## src/tbrs_pkg.sv

```systemverilog
/*
 * Package for the trigger bus routing switch: register offsets, field
 * positions, reset values and the carrier structs shared by the design.
 * Assumes a 32-bit classic Wishbone bus with byte addresses.
 */
package tbrs_pkg;

    localparam int unsigned CHAIN_LEN       = 56;
    localparam int unsigned TRIG_LINES      = 7;
    localparam int unsigned BOARD_LINES     = 8;
    localparam int unsigned ADDR_W          = 8;

    // Printed offsets are indices; the byte address is four times each.
    localparam logic [ADDR_W-1:0] IDX_SERIAL_INPUT = 8'h0c;
    localparam logic [ADDR_W-1:0] IDX_LOAD_STROBE  = 8'h0e;
    localparam logic [ADDR_W-1:0] IDX_SHIFT_COUNT  = 8'h10;
    localparam logic [ADDR_W-1:0] IDX_ACTIVE_LO    = 8'h11;
    localparam logic [ADDR_W-1:0] IDX_ACTIVE_HI    = 8'h12;
    localparam logic [ADDR_W-1:0] IDX_PENDING_LO   = 8'h13;
    localparam logic [ADDR_W-1:0] IDX_PENDING_HI   = 8'h14;

    localparam int unsigned SERIAL_BIT_POS  = 0;
    localparam logic [CHAIN_LEN-1:0] ROUTE_RESET = 56'h00000000000000;
    localparam logic [5:0]  COUNT_RESET     = 6'h00;
    localparam logic [31:0] READ_ZERO       = 32'h00000000;

    // One routing pattern: per trigger line, a drive enable onto the line,
    // a 3-bit board source, and a 4-bit listen mask toward the board.
    typedef struct packed {
        logic [TRIG_LINES-1:0]      drive_en;
        logic [TRIG_LINES*3-1:0]    drive_sel;
        logic [TRIG_LINES*4-1:0]    listen_mask;
    } tbrs_route_t;

    typedef struct packed {
        logic                       cyc;
        logic                       stb;
        logic                       we;
        logic [ADDR_W+1:0]          adr;
        logic [3:0]                 sel;
        logic [31:0]                dat;
    } tbrs_wb_req_t;

endpackage

```

## src/tbrs_switch.sv

```systemverilog
/*
 * Trigger bus routing switch top: Wishbone slave with a serial shift
 * register, a load strobe and the active routing register.
 * Assumes a classic Wishbone master on i_clock; trigger pins are async.
 */
// What this block does
// - Routes trigger lines both ways per pattern
// - Each serial write with byte lane 0 enabled shifts one bit in
// - Bit 0 is serial data; others unused
// - Strobe write copies chain into active routing
// - Strobe acts on any write access, ignores data
module tbrs_switch
    import tbrs_pkg::*;
(
    input  wire logic                   i_clock,
    input  wire logic                   i_reset_n,
    input  wire logic                   i_wb_cyc,
    input  wire logic                   i_wb_stb,
    input  wire logic                   i_wb_we,
    input  wire logic [ADDR_W+1:0]      i_wb_adr,
    input  wire logic [3:0]             i_wb_sel,
    input  wire logic [31:0]            i_wb_dat,
    output logic      [31:0]            o_wb_dat,
    output logic                        o_wb_ack,
    input  wire logic [BOARD_LINES-1:0] i_board,
    input  wire logic [TRIG_LINES-1:0]  i_trig,
    output logic      [TRIG_LINES-1:0]  o_trig,
    output logic      [TRIG_LINES-1:0]  o_trig_oe,
    output logic      [3:0]             o_board
);

    tbrs_wb_req_t           req;
    logic [CHAIN_LEN-1:0]   chain;
    logic [CHAIN_LEN-1:0]   active;
    logic [5:0]             shift_count;
    logic [TRIG_LINES-1:0]  trig_meta;
    logic [TRIG_LINES-1:0]  trig_sync;
    logic                   access;
    logic                   wr;
    logic [ADDR_W-1:0]      index;
    logic [31:0]            next_dat;
    logic                   hit_serial;
    logic                   hit_strobe;

    assign req = '{cyc: i_wb_cyc, stb: i_wb_stb, we: i_wb_we,
                   adr: i_wb_adr, sel: i_wb_sel, dat: i_wb_dat};
    assign index  = req.adr[ADDR_W+1:2];
    // One ack per request; the second cycle of a held request is idle.
    assign access = req.cyc & req.stb & ~o_wb_ack;
    assign wr     = access & req.we;
    // A serial write counts only when byte lane 0 carries the bit.
    assign hit_serial = wr & (index == IDX_SERIAL_INPUT) & req.sel[0];
    assign hit_strobe = wr & (index == IDX_LOAD_STROBE);

    always_ff @(posedge i_clock or negedge i_reset_n)
    begin
        if (!i_reset_n)
        begin
            trig_meta <= 7'h00;
            trig_sync <= 7'h00;
        end
        else
        begin
            trig_meta <= i_trig;
            trig_sync <= trig_meta;
        end
    end

    // New bit enters at the bottom; byte lane 0 must be enabled.
    always_ff @(posedge i_clock or negedge i_reset_n)
    begin
        if (!i_reset_n)
        begin
            chain <= ROUTE_RESET;
        end
        else if (hit_serial)
        begin
            chain <= {chain[CHAIN_LEN-2:0],
                      req.dat[SERIAL_BIT_POS]};
        end
    end

    // The count saturates at the chain length; the strobe clears it.
    always_ff @(posedge i_clock or negedge i_reset_n)
    begin
        if (!i_reset_n)
        begin
            shift_count <= COUNT_RESET;
        end
        else if (hit_strobe)
        begin
            shift_count <= COUNT_RESET;
        end
        else if (hit_serial && shift_count != 6'(CHAIN_LEN))
        begin
            shift_count <= shift_count + 6'h01;
        end
    end

    // Only the strobe access updates the active pattern.
    always_ff @(posedge i_clock or negedge i_reset_n)
    begin
        if (!i_reset_n)
        begin
            active <= ROUTE_RESET;
        end
        else if (hit_strobe)
        begin
            active <= chain;
        end
    end

    always_comb
    begin
        next_dat = READ_ZERO;
        case (index)
            IDX_SHIFT_COUNT: next_dat = {26'h0, shift_count};
            IDX_ACTIVE_LO:   next_dat = active[31:0];
            IDX_ACTIVE_HI:   next_dat = {8'h00, active[CHAIN_LEN-1:32]};
            IDX_PENDING_LO:  next_dat = chain[31:0];
            IDX_PENDING_HI:  next_dat = {8'h00, chain[CHAIN_LEN-1:32]};
            default:         next_dat = READ_ZERO;
        endcase
    end

    always_ff @(posedge i_clock or negedge i_reset_n)
    begin
        if (!i_reset_n)
        begin
            o_wb_ack <= 1'b0;
            o_wb_dat <= READ_ZERO;
        end
        else
        begin
            o_wb_ack <= access;
            o_wb_dat <= (access && !req.we) ? next_dat : READ_ZERO;
        end
    end

    tbrs_crossbar u_crossbar
    (
        .i_clock   (i_clock),
        .i_reset_n (i_reset_n),
        .i_route   (tbrs_route_t'(active)),
        .i_board   (i_board),
        .i_trig    (trig_sync),
        .o_trig    (o_trig),
        .o_trig_oe (o_trig_oe),
        .o_board   (o_board)
    );

endmodule // tbrs_switch

```

## src/tbrs_crossbar.sv

```systemverilog
/*
 * Routing crossbar: drives trigger lines from board signals and returns
 * trigger line levels to board signals under a routing pattern.
 * Assumes inputs are already synchronised to the local clock.
 */
module tbrs_crossbar
    import tbrs_pkg::*;
(
    input  wire logic                   i_clock,
    input  wire logic                   i_reset_n,
    input  wire tbrs_route_t            i_route,
    input  wire logic [BOARD_LINES-1:0] i_board,
    input  wire logic [TRIG_LINES-1:0]  i_trig,
    output logic      [TRIG_LINES-1:0]  o_trig,
    output logic      [TRIG_LINES-1:0]  o_trig_oe,
    output logic      [3:0]             o_board
);

    logic [TRIG_LINES-1:0] next_trig;
    logic [3:0]            listen [TRIG_LINES];
    logic [3:0]            next_board;

    genvar g;
    generate
        for (g = 0; g < TRIG_LINES; g++)
        begin : g_line
            assign next_trig[g] = i_board[i_route.drive_sel[g*3 +: 3]];
            assign listen[g] = i_route.listen_mask[g*4 +: 4]
                               & {4{i_trig[g] & ~i_route.drive_en[g]}};
        end
    endgenerate

    always_comb
    begin
        next_board = 4'h0;
        for (int k = 0; k < TRIG_LINES; k++)
        begin
            next_board = next_board | listen[k];
        end
    end

    // Both directions follow the active pattern only.
    always_ff @(posedge i_clock or negedge i_reset_n)
    begin
        if (!i_reset_n)
        begin
            o_trig    <= 7'h00;
            o_trig_oe <= 7'h00;
            o_board   <= 4'h0;
        end
        else
        begin
            o_trig    <= next_trig;
            o_trig_oe <= i_route.drive_en;
            o_board   <= next_board;
        end
    end

endmodule // tbrs_crossbar

```

## config.mk

```make
export PLATFORM = sky130hd
export DESIGN_NAME = tbrs_switch
export DESIGN_NICKNAME = d
export VERILOG_FILES = /design/src/tbrs_pkg.sv /design/src/tbrs_switch.sv /design/src/tbrs_crossbar.sv
export SDC_FILE = /design/constraint.sdc
export NUM_CORES = 1
export LEC_CHECK = 0
export ABC_AREA = 0
export BUFFER_PORTS_ARGS = -buffer_cell sky130_fd_sc_hd__buf_2
export CORE_MARGIN = 2
export CORE_UTILIZATION = 59
export CTS_CLUSTER_DIAMETER = 60
export DETAILED_ROUTE_END_ITERATION = 6
export PLACE_DENSITY = 0.82
export SETUP_SLACK_MARGIN = 0.05
export SLEW_MARGIN = 20
export SYNTH_ARGS = -nofsm -noshare
export SYNTH_HDL_FRONTEND = slang
export SYNTH_HIERARCHICAL = 1
export SYNTH_SLANG_ARGS = --single-unit
```

## constraint.sdc

```tcl
create_clock -name i_clock -period 5.6 [get_ports i_clock]
set_clock_uncertainty 0.15 [all_clocks]
set_input_delay 0.28 -clock i_clock [delete_from_list [all_inputs] [get_ports i_clock]]
set_output_delay 0.28 -clock i_clock [all_outputs]
set_load 0.05 [all_outputs]
```

# [Yosys cells after proc, flatten, opt, wreduce, memory -nomap -nowiden]
# Index checks and enable logic that the tools add are counted.
[totals] reg_bits=183 in_bits=66
[classes] addsub=1 magnitude_cmp=7 n_eq_ne=8 mux=18 bitwise_logic=34 n_reduce_logical=4
[ops] op="32-bit case mux with 5 select lines" count=1
[ops] op="8-bit by 5-bit == test with 1-bit output (second input constant)" count=5
[ops] op="32-bit two-way mux" count=1
[ops] op="4-bit bitwise AND" count=7
[ops] op="3-bit by 4-bit < comparator with 1-bit output (second input constant)" count=7
[ops] op="4-bit bitwise OR" count=6
[ops] op="1-bit binary-select mux with 3-bit select" count=7
[ops] op="8-bit by 4-bit == test with 1-bit output (second input constant)" count=2
[ops] op="1-bit bitwise AND" count=13
[ops] op="6-bit two-way mux" count=2
[ops] op="1-bit NOT" count=8
[ops] op="1-bit two-way mux" count=7
[ops] op="6-bit by 1-bit adder with 6-bit output (second input constant)" count=1
[ops] op="6-bit inequality test (second input constant)" count=1
[ops] op="1-bit logical AND" count=2
[ops] op="2-bit nonzero test" count=1
[ops] op="1-bit logical NOT" count=1

# [Depth between registers and ports, before layout]
[depth] depth_word=9 depth_mapped=8 depth_no_buf=5

# [Modules after synthesis]
# Netlist, hierarchy kept.
[modules_own_cells] mod="tbrs_switch" instances=1 cells_each=579 area_per_inst_um2=6648.9
[modules_own_cells] mod="tbrs_crossbar" instances=1 cells_each=62 area_per_inst_um2=1061.0

# [Least setup slack after synthesis]
# OpenSTA, ideal clock, no wires.
[synth_timing] path_kind="reg-to-reg" startpoint="reg o_wb_ack" endpoint="reg chain[25]" setup_ps=125 arrival_time_ps=1992 required_ps=5325 path_slack_ps=3333 path_stages_with_launch=6 path_buffers=2 cell_sequence="dfrtp_1 -> nand3b_1 -> nor4_2 -> buf_2 -> buf_2 -> mux2_2"
[synth_via] elab_chain_cells=5
[synth_rtl] item="start: declaration" line_no="tbrs_switch.sv:24" rtl="output logic o_wb_ack,"
[synth_rtl] item="start signal: assignment" line_no="tbrs_switch.sv:135" rtl="o_wb_ack <= access;"
[synth_rtl] item="1-bit NOT" line_no="tbrs_switch.sv:49" rtl="assign access = req.cyc & req.stb & ~o_wb_ack;"
[synth_rtl] item="1-bit bitwise AND" line_no="tbrs_switch.sv:49"
[synth_rtl] item="1-bit bitwise AND" line_no="tbrs_switch.sv:50" rtl="assign wr = access & req.we;"
[synth_rtl] item="1-bit bitwise AND (2 in series)" line_no="tbrs_switch.sv:52" rtl="assign hit_serial = wr & (index == IDX_SERIAL_INPUT) & req.sel[0];"
[synth_rtl] item="end signal: assignment" line_no="tbrs_switch.sv:78" rtl="chain <= {chain[CHAIN_LEN-2:0],"
[synth_rtl] item="end: declaration" line_no="tbrs_switch.sv:33" rtl="logic [CHAIN_LEN-1:0] chain;"
# Every way passes these cells.
# A chain may end at the register's enable or synchronous reset.

# [Worst setup path in the final report]
[layout_timing] startpoint="reg o_wb_ack" endpoint="reg shift_count[1]"
[layout_via] elab_chain_cells=7
[layout_rtl] item="1-bit NOT (*)" line_no="tbrs_switch.sv:49"
[layout_rtl] item="1-bit bitwise AND (*)" line_no="tbrs_switch.sv:49"
[layout_rtl] item="1-bit bitwise AND (*)" line_no="tbrs_switch.sv:50"
[layout_rtl] item="1-bit bitwise AND (2 in series)" line_no="tbrs_switch.sv:52"
[layout_rtl] item="1-bit logical AND" line_no="tbrs_switch.sv:94" rtl="else if (hit_serial && shift_count != 6'(CHAIN_LEN))"
[layout_rtl] item="2-bit nonzero test (no line)"
[layout_rtl] item="end signal: assignment" line_no="tbrs_switch.sv:96" rtl="shift_count <= shift_count + 6'h01;"
[layout_rtl] item="end: declaration" line_no="tbrs_switch.sv:35" rtl="logic [5:0] shift_count;"
# Every way passes the cells marked *; elsewhere a longest branch is shown, timed or not.

==> metrics.md <==
| Metric | Value |
|---|---|
| Setup TNS Final | `0 ps` |
| Gr ovfl total | `0` |
| CP arrival | `2780 ps` |
| Post-synth top flop | `dfrtp_1` |
| First-pass DRT Iterations | `7` |
| Switch share | `between 20% and 30%` |
| I/O pins | `117` |
| H-tree lvl count | `4` |
| Failing checks | `design-rule violations` |
| Post-synth EDFFs | `0` |
| Worst-path clk slew | `60 ps` |
| Post-CTS setup buffers | `0` |
| Max-slew violations | `0` |
| Vias after detailed routing | `between 5000 and 6000` |
| Cell Pwr Density | `286 nW/um2` |
| Post-synthesis compound-gate area fraction | `7.59%` |
| Synth Net Count | `slightly above 700` |
| Routability cong. | `0.852` |
| Die width | `around 120 um` |
| HP Class | `in2reg` |
| R2R Path End | `shift_count[1]` |
| Core area | `12700 um2` |
| Synth Area in XOR/XNOR | `0%` |
| Clk_lat worst skew | `430 ps` |
| Syn avg cell area | `12.0 um2` |
| Resize count post-CTS | `0` |
| Outcome | `finished, violations left` |
| Sw power | `about 0.55 mW` |
| Critical path class | `reg2reg` |
| Combinational share of power | `about 3.6%` |
| Post-DP HPWL | `between 10 and 15 mm` |
| Hold slack | `179 ps` |
| Fin. Hold Viols | `0` |
| # clock sinks | `183` |
| Hold path depth | `4` |
| Crit-path max FO | `57` |
| Startpoint types | `register` |
| Achievable Freq | `382 MHz` |
| Clock Tree Buf Depth | `2` |
| Starting Density | `between 60% and 70%` |
| Overall Global Routing Usage | `25.9%` |
| Async set or reset register ratio after synthesis | `100%` |
| Synth-to-layout area growth | `15.2%` |
| Hold buffer count at cts | `9` |
| Place WS | `between 2000 and 3000 ps` |
| Total chip power | `between 2 and 3 mW` |
| Clock power frac | `43.9%` |
| Worst path cell trace | `nand3b_1 > nor4_4 > buf_4 > o21ai_0 > mux2_2` |
| Hold Crit Start | `i_wb_adr[7]` |
| Leak | `4.37 nW` |
| Hold Path Sink | `shift_count[4]` |
| ANT nets after route | `0` |
| Cts bufs inserted | `17` |
| Min Tclk post-route | `2620 ps` |
| Worst Path Required | `5760 ps` |
| Drt drc | `5` |
| Final #Nets | `790` |
| Die Y | `118 um` |
| Post-Synth Simple-Gate Area | `14.4%` |
| Origin of the critical flop-to-flop path | `o_wb_ack` |
| WL/cell | `19.0 um` |
| CTS tree | `built` |
| Ys Warns | `6` |
| CP Capture Type | `register` |
| R2R setup slack | `2980 ps` |
| DR vias/cell | `just under 6` |
| Layout Utilization | `70.1%` |
| Die footprint | `14000 um2` |
| CP peak stage delay | `630 ps` |
| Routed WL | `17.3 mm` |
| CP max stage cell | `buf_4` |
| Largest family of logic cells by synthesized area | `multiplexers` |
| Port bufs | `80` |
| Largest net degree at the start of global routing | `127` |
| CTS root buf | `clkbuf_16` |
| RSZ-0062 raised after global routing | `no` |
| Final setup fails | `0` |
| Int Pwr | `1.99 mW` |
| Adder and majority cell fraction of the synthesized area | `0.325%` |
| Antenna violations before repair | `0` |
| DR iter-0 viols | `686` |
| Max_cap viols | `0` |
| Worst VDD drop | `0.000214 V` |
| WP buf/inv | `1` |
| Area of the mapped netlist | `slightly below 8000 um2` |
| Slew @ Worst Pin | `998 ps` |
| Syn Inst Count | `641` |
| Global-route wire length before repair | `28.1 mm` |
| CP startpoint | `o_wb_ack` |
| FP Rows | `a little over 40` |
| Flop pwr share | `between 50% and 60%` |
| Relative slew slack | `33.5%` |
| Sequential fraction of the synthesis area | `~60%` |
| Crit path max-delay family | `simple AND/OR/NAND/NOR gates` |
| Mux contribution to synthesized area | `15.8%` |
| Synth unique cells | `33` |
| Worst r2r path cells | `5` |
| Vias in the first global route | `5451` |
| Synthesized flop and latch total | `between 150 and 200` |
| Tcrit/Tclk final | `46.8%` |
| Worst setup margin | `roughly 3000 ps` |
| Share of cells above drive strength 1 | `27.2%` |
| Ant. Diodes | `0` |
## power by group through the flow
stage / combinational (mW) / clock (mW) / sequential [mW]
after detailed placement: 0.0880 / 0 / 1.36
final: 0.0916 / 1.11 / 1.33
after global routing: 0.102 / 1.19 / 1.33
after global placement: 0.0838 / 0 / 1.36
after CTS: 0.0928 / 1.12 / 1.33
after floorplan: 0.0279 / 0 / 1.37
## worst reg2reg max path: stages, from the launching register on
cell	delay [ps]
dfrtp_1	370
nand3b_1	340
nor4_4	340
buf_4	630
o21ai_0	330
mux2_2	350
## routing by layer
| metal | track usage (%) | up-vias | wire length, um |
|---|---|---|---|
| li1 | - | 2427 | - |
| met1 | 34.7 | 2690 | 7090 |
| met2 | 40.9 | 239 | 8470 |
| met3 | 6.85 | 45 | 1270 |
| met4 | 9.86 | 0 | 425 |
| met5 | 0 | - | 0 |
## stage by stage
| step | cells | cell area (um2) |
|---|---|---|
| final | 906 | 8880 |
| after global routing | 906 | 8880 |
| after CTS | 905 | 8860 |
| after detailed placement | 865 | 8230 |
| after global placement | 865 | 8230 |
| after floorplan | 641 | 7710 |
## state kept, by name (all words and copies together), names as in the netlist
signal and cells:
u_crossbar/o_trig_oe 7, active 56, o_wb_ack 1, chain 56
trig_meta 7, u_crossbar/o_trig 7, u_crossbar/o_board 4, o_wb_dat 32
trig_sync 7, shift_count 6
## cells in the mapped netlist, types with 4 or more instances
cell type,number,area [um2]
nand2_1,192,721
a21oi_1,27,135
mux2_2,74,833
inv_1,4,15.0
nor2_1,11,41.3
dfrtp_1,183,4580
a222oi_1,16,160
buf_2,21,105
nor2b_1,7,43.8
mux4_1,14,368
o21ai_0,6,30.0
nand3_1,5,25.0
clkbuf_1,10,37.5
a22oi_1,34,255
nor4_4,4,85.1
nand3b_1,4,30.0
## final cells by class
cell class / count / area, um2
Inverter: 4 / 15.0
Timing Repair Buffer: 97 / 566
Tap cell: 172 / 215
Fill cell: 902 / 3790
Sequential cell: 183 / 4580
Clock inverter: 8 / 75.1
Multi-Input combinational cell: 419 / 2960
Clock buffer: 23 / 468
## worst max path at each step
stage	endpoint	slack [ps]	cells after the start
after floorplan	chain[25]	3330	5
final	shift_count[1]	2980	5
after global routing	shift_count[1]	2860	5
after global placement	o_wb_dat[23]	2810	5
after detailed placement	o_wb_dat[23]	2710	5
after CTS	shift_count[2]	2950	4
## logic make-up after synthesis
family                     count (synthesis)
and+or+nand+nor                          243
buffers and inverters                     39
adders and majority gates                  2
muxes                                     90
AOI/OAI and AO/OA                         84
DFF                                      183
## layout by cell type, fill, tap and decap left out, types with 2 or more instances in the layout
master / netlist / routed
nand2b_1: 3 / 3
a222oi_1: 16 / 16
ha_1: 2 / 2
mux4_1: 14 / 14
a21oi_1: 27 / 27
mux2_2: 74 / 74
nand3_1: 5 / 5
clkbuf_16: 0 / 17
buf_2: 21 / 79
dfrtp_1: 183 / 183
or3_1: 3 / 3
nor4_2: 2 / 2
mux2i_1: 2 / 2
clkbuf_8: 0 / 4
nor2b_1: 7 / 7
nand3b_1: 4 / 4
clkbuf_1: 10 / 4
nor4_4: 4 / 5
a22oi_1: 34 / 34
nand2_1: 192 / 192
clkinv_2: 0 / 3
buf_4: 3 / 7
clkinvlp_4: 0 / 4
o21ai_0: 6 / 6
nor2_1: 11 / 11
inv_1: 4 / 4
dlygate4sd3_1: 0 / 9
nand4_1: 2 / 2
No activity file was read; power rests on OpenSTA's default activity.
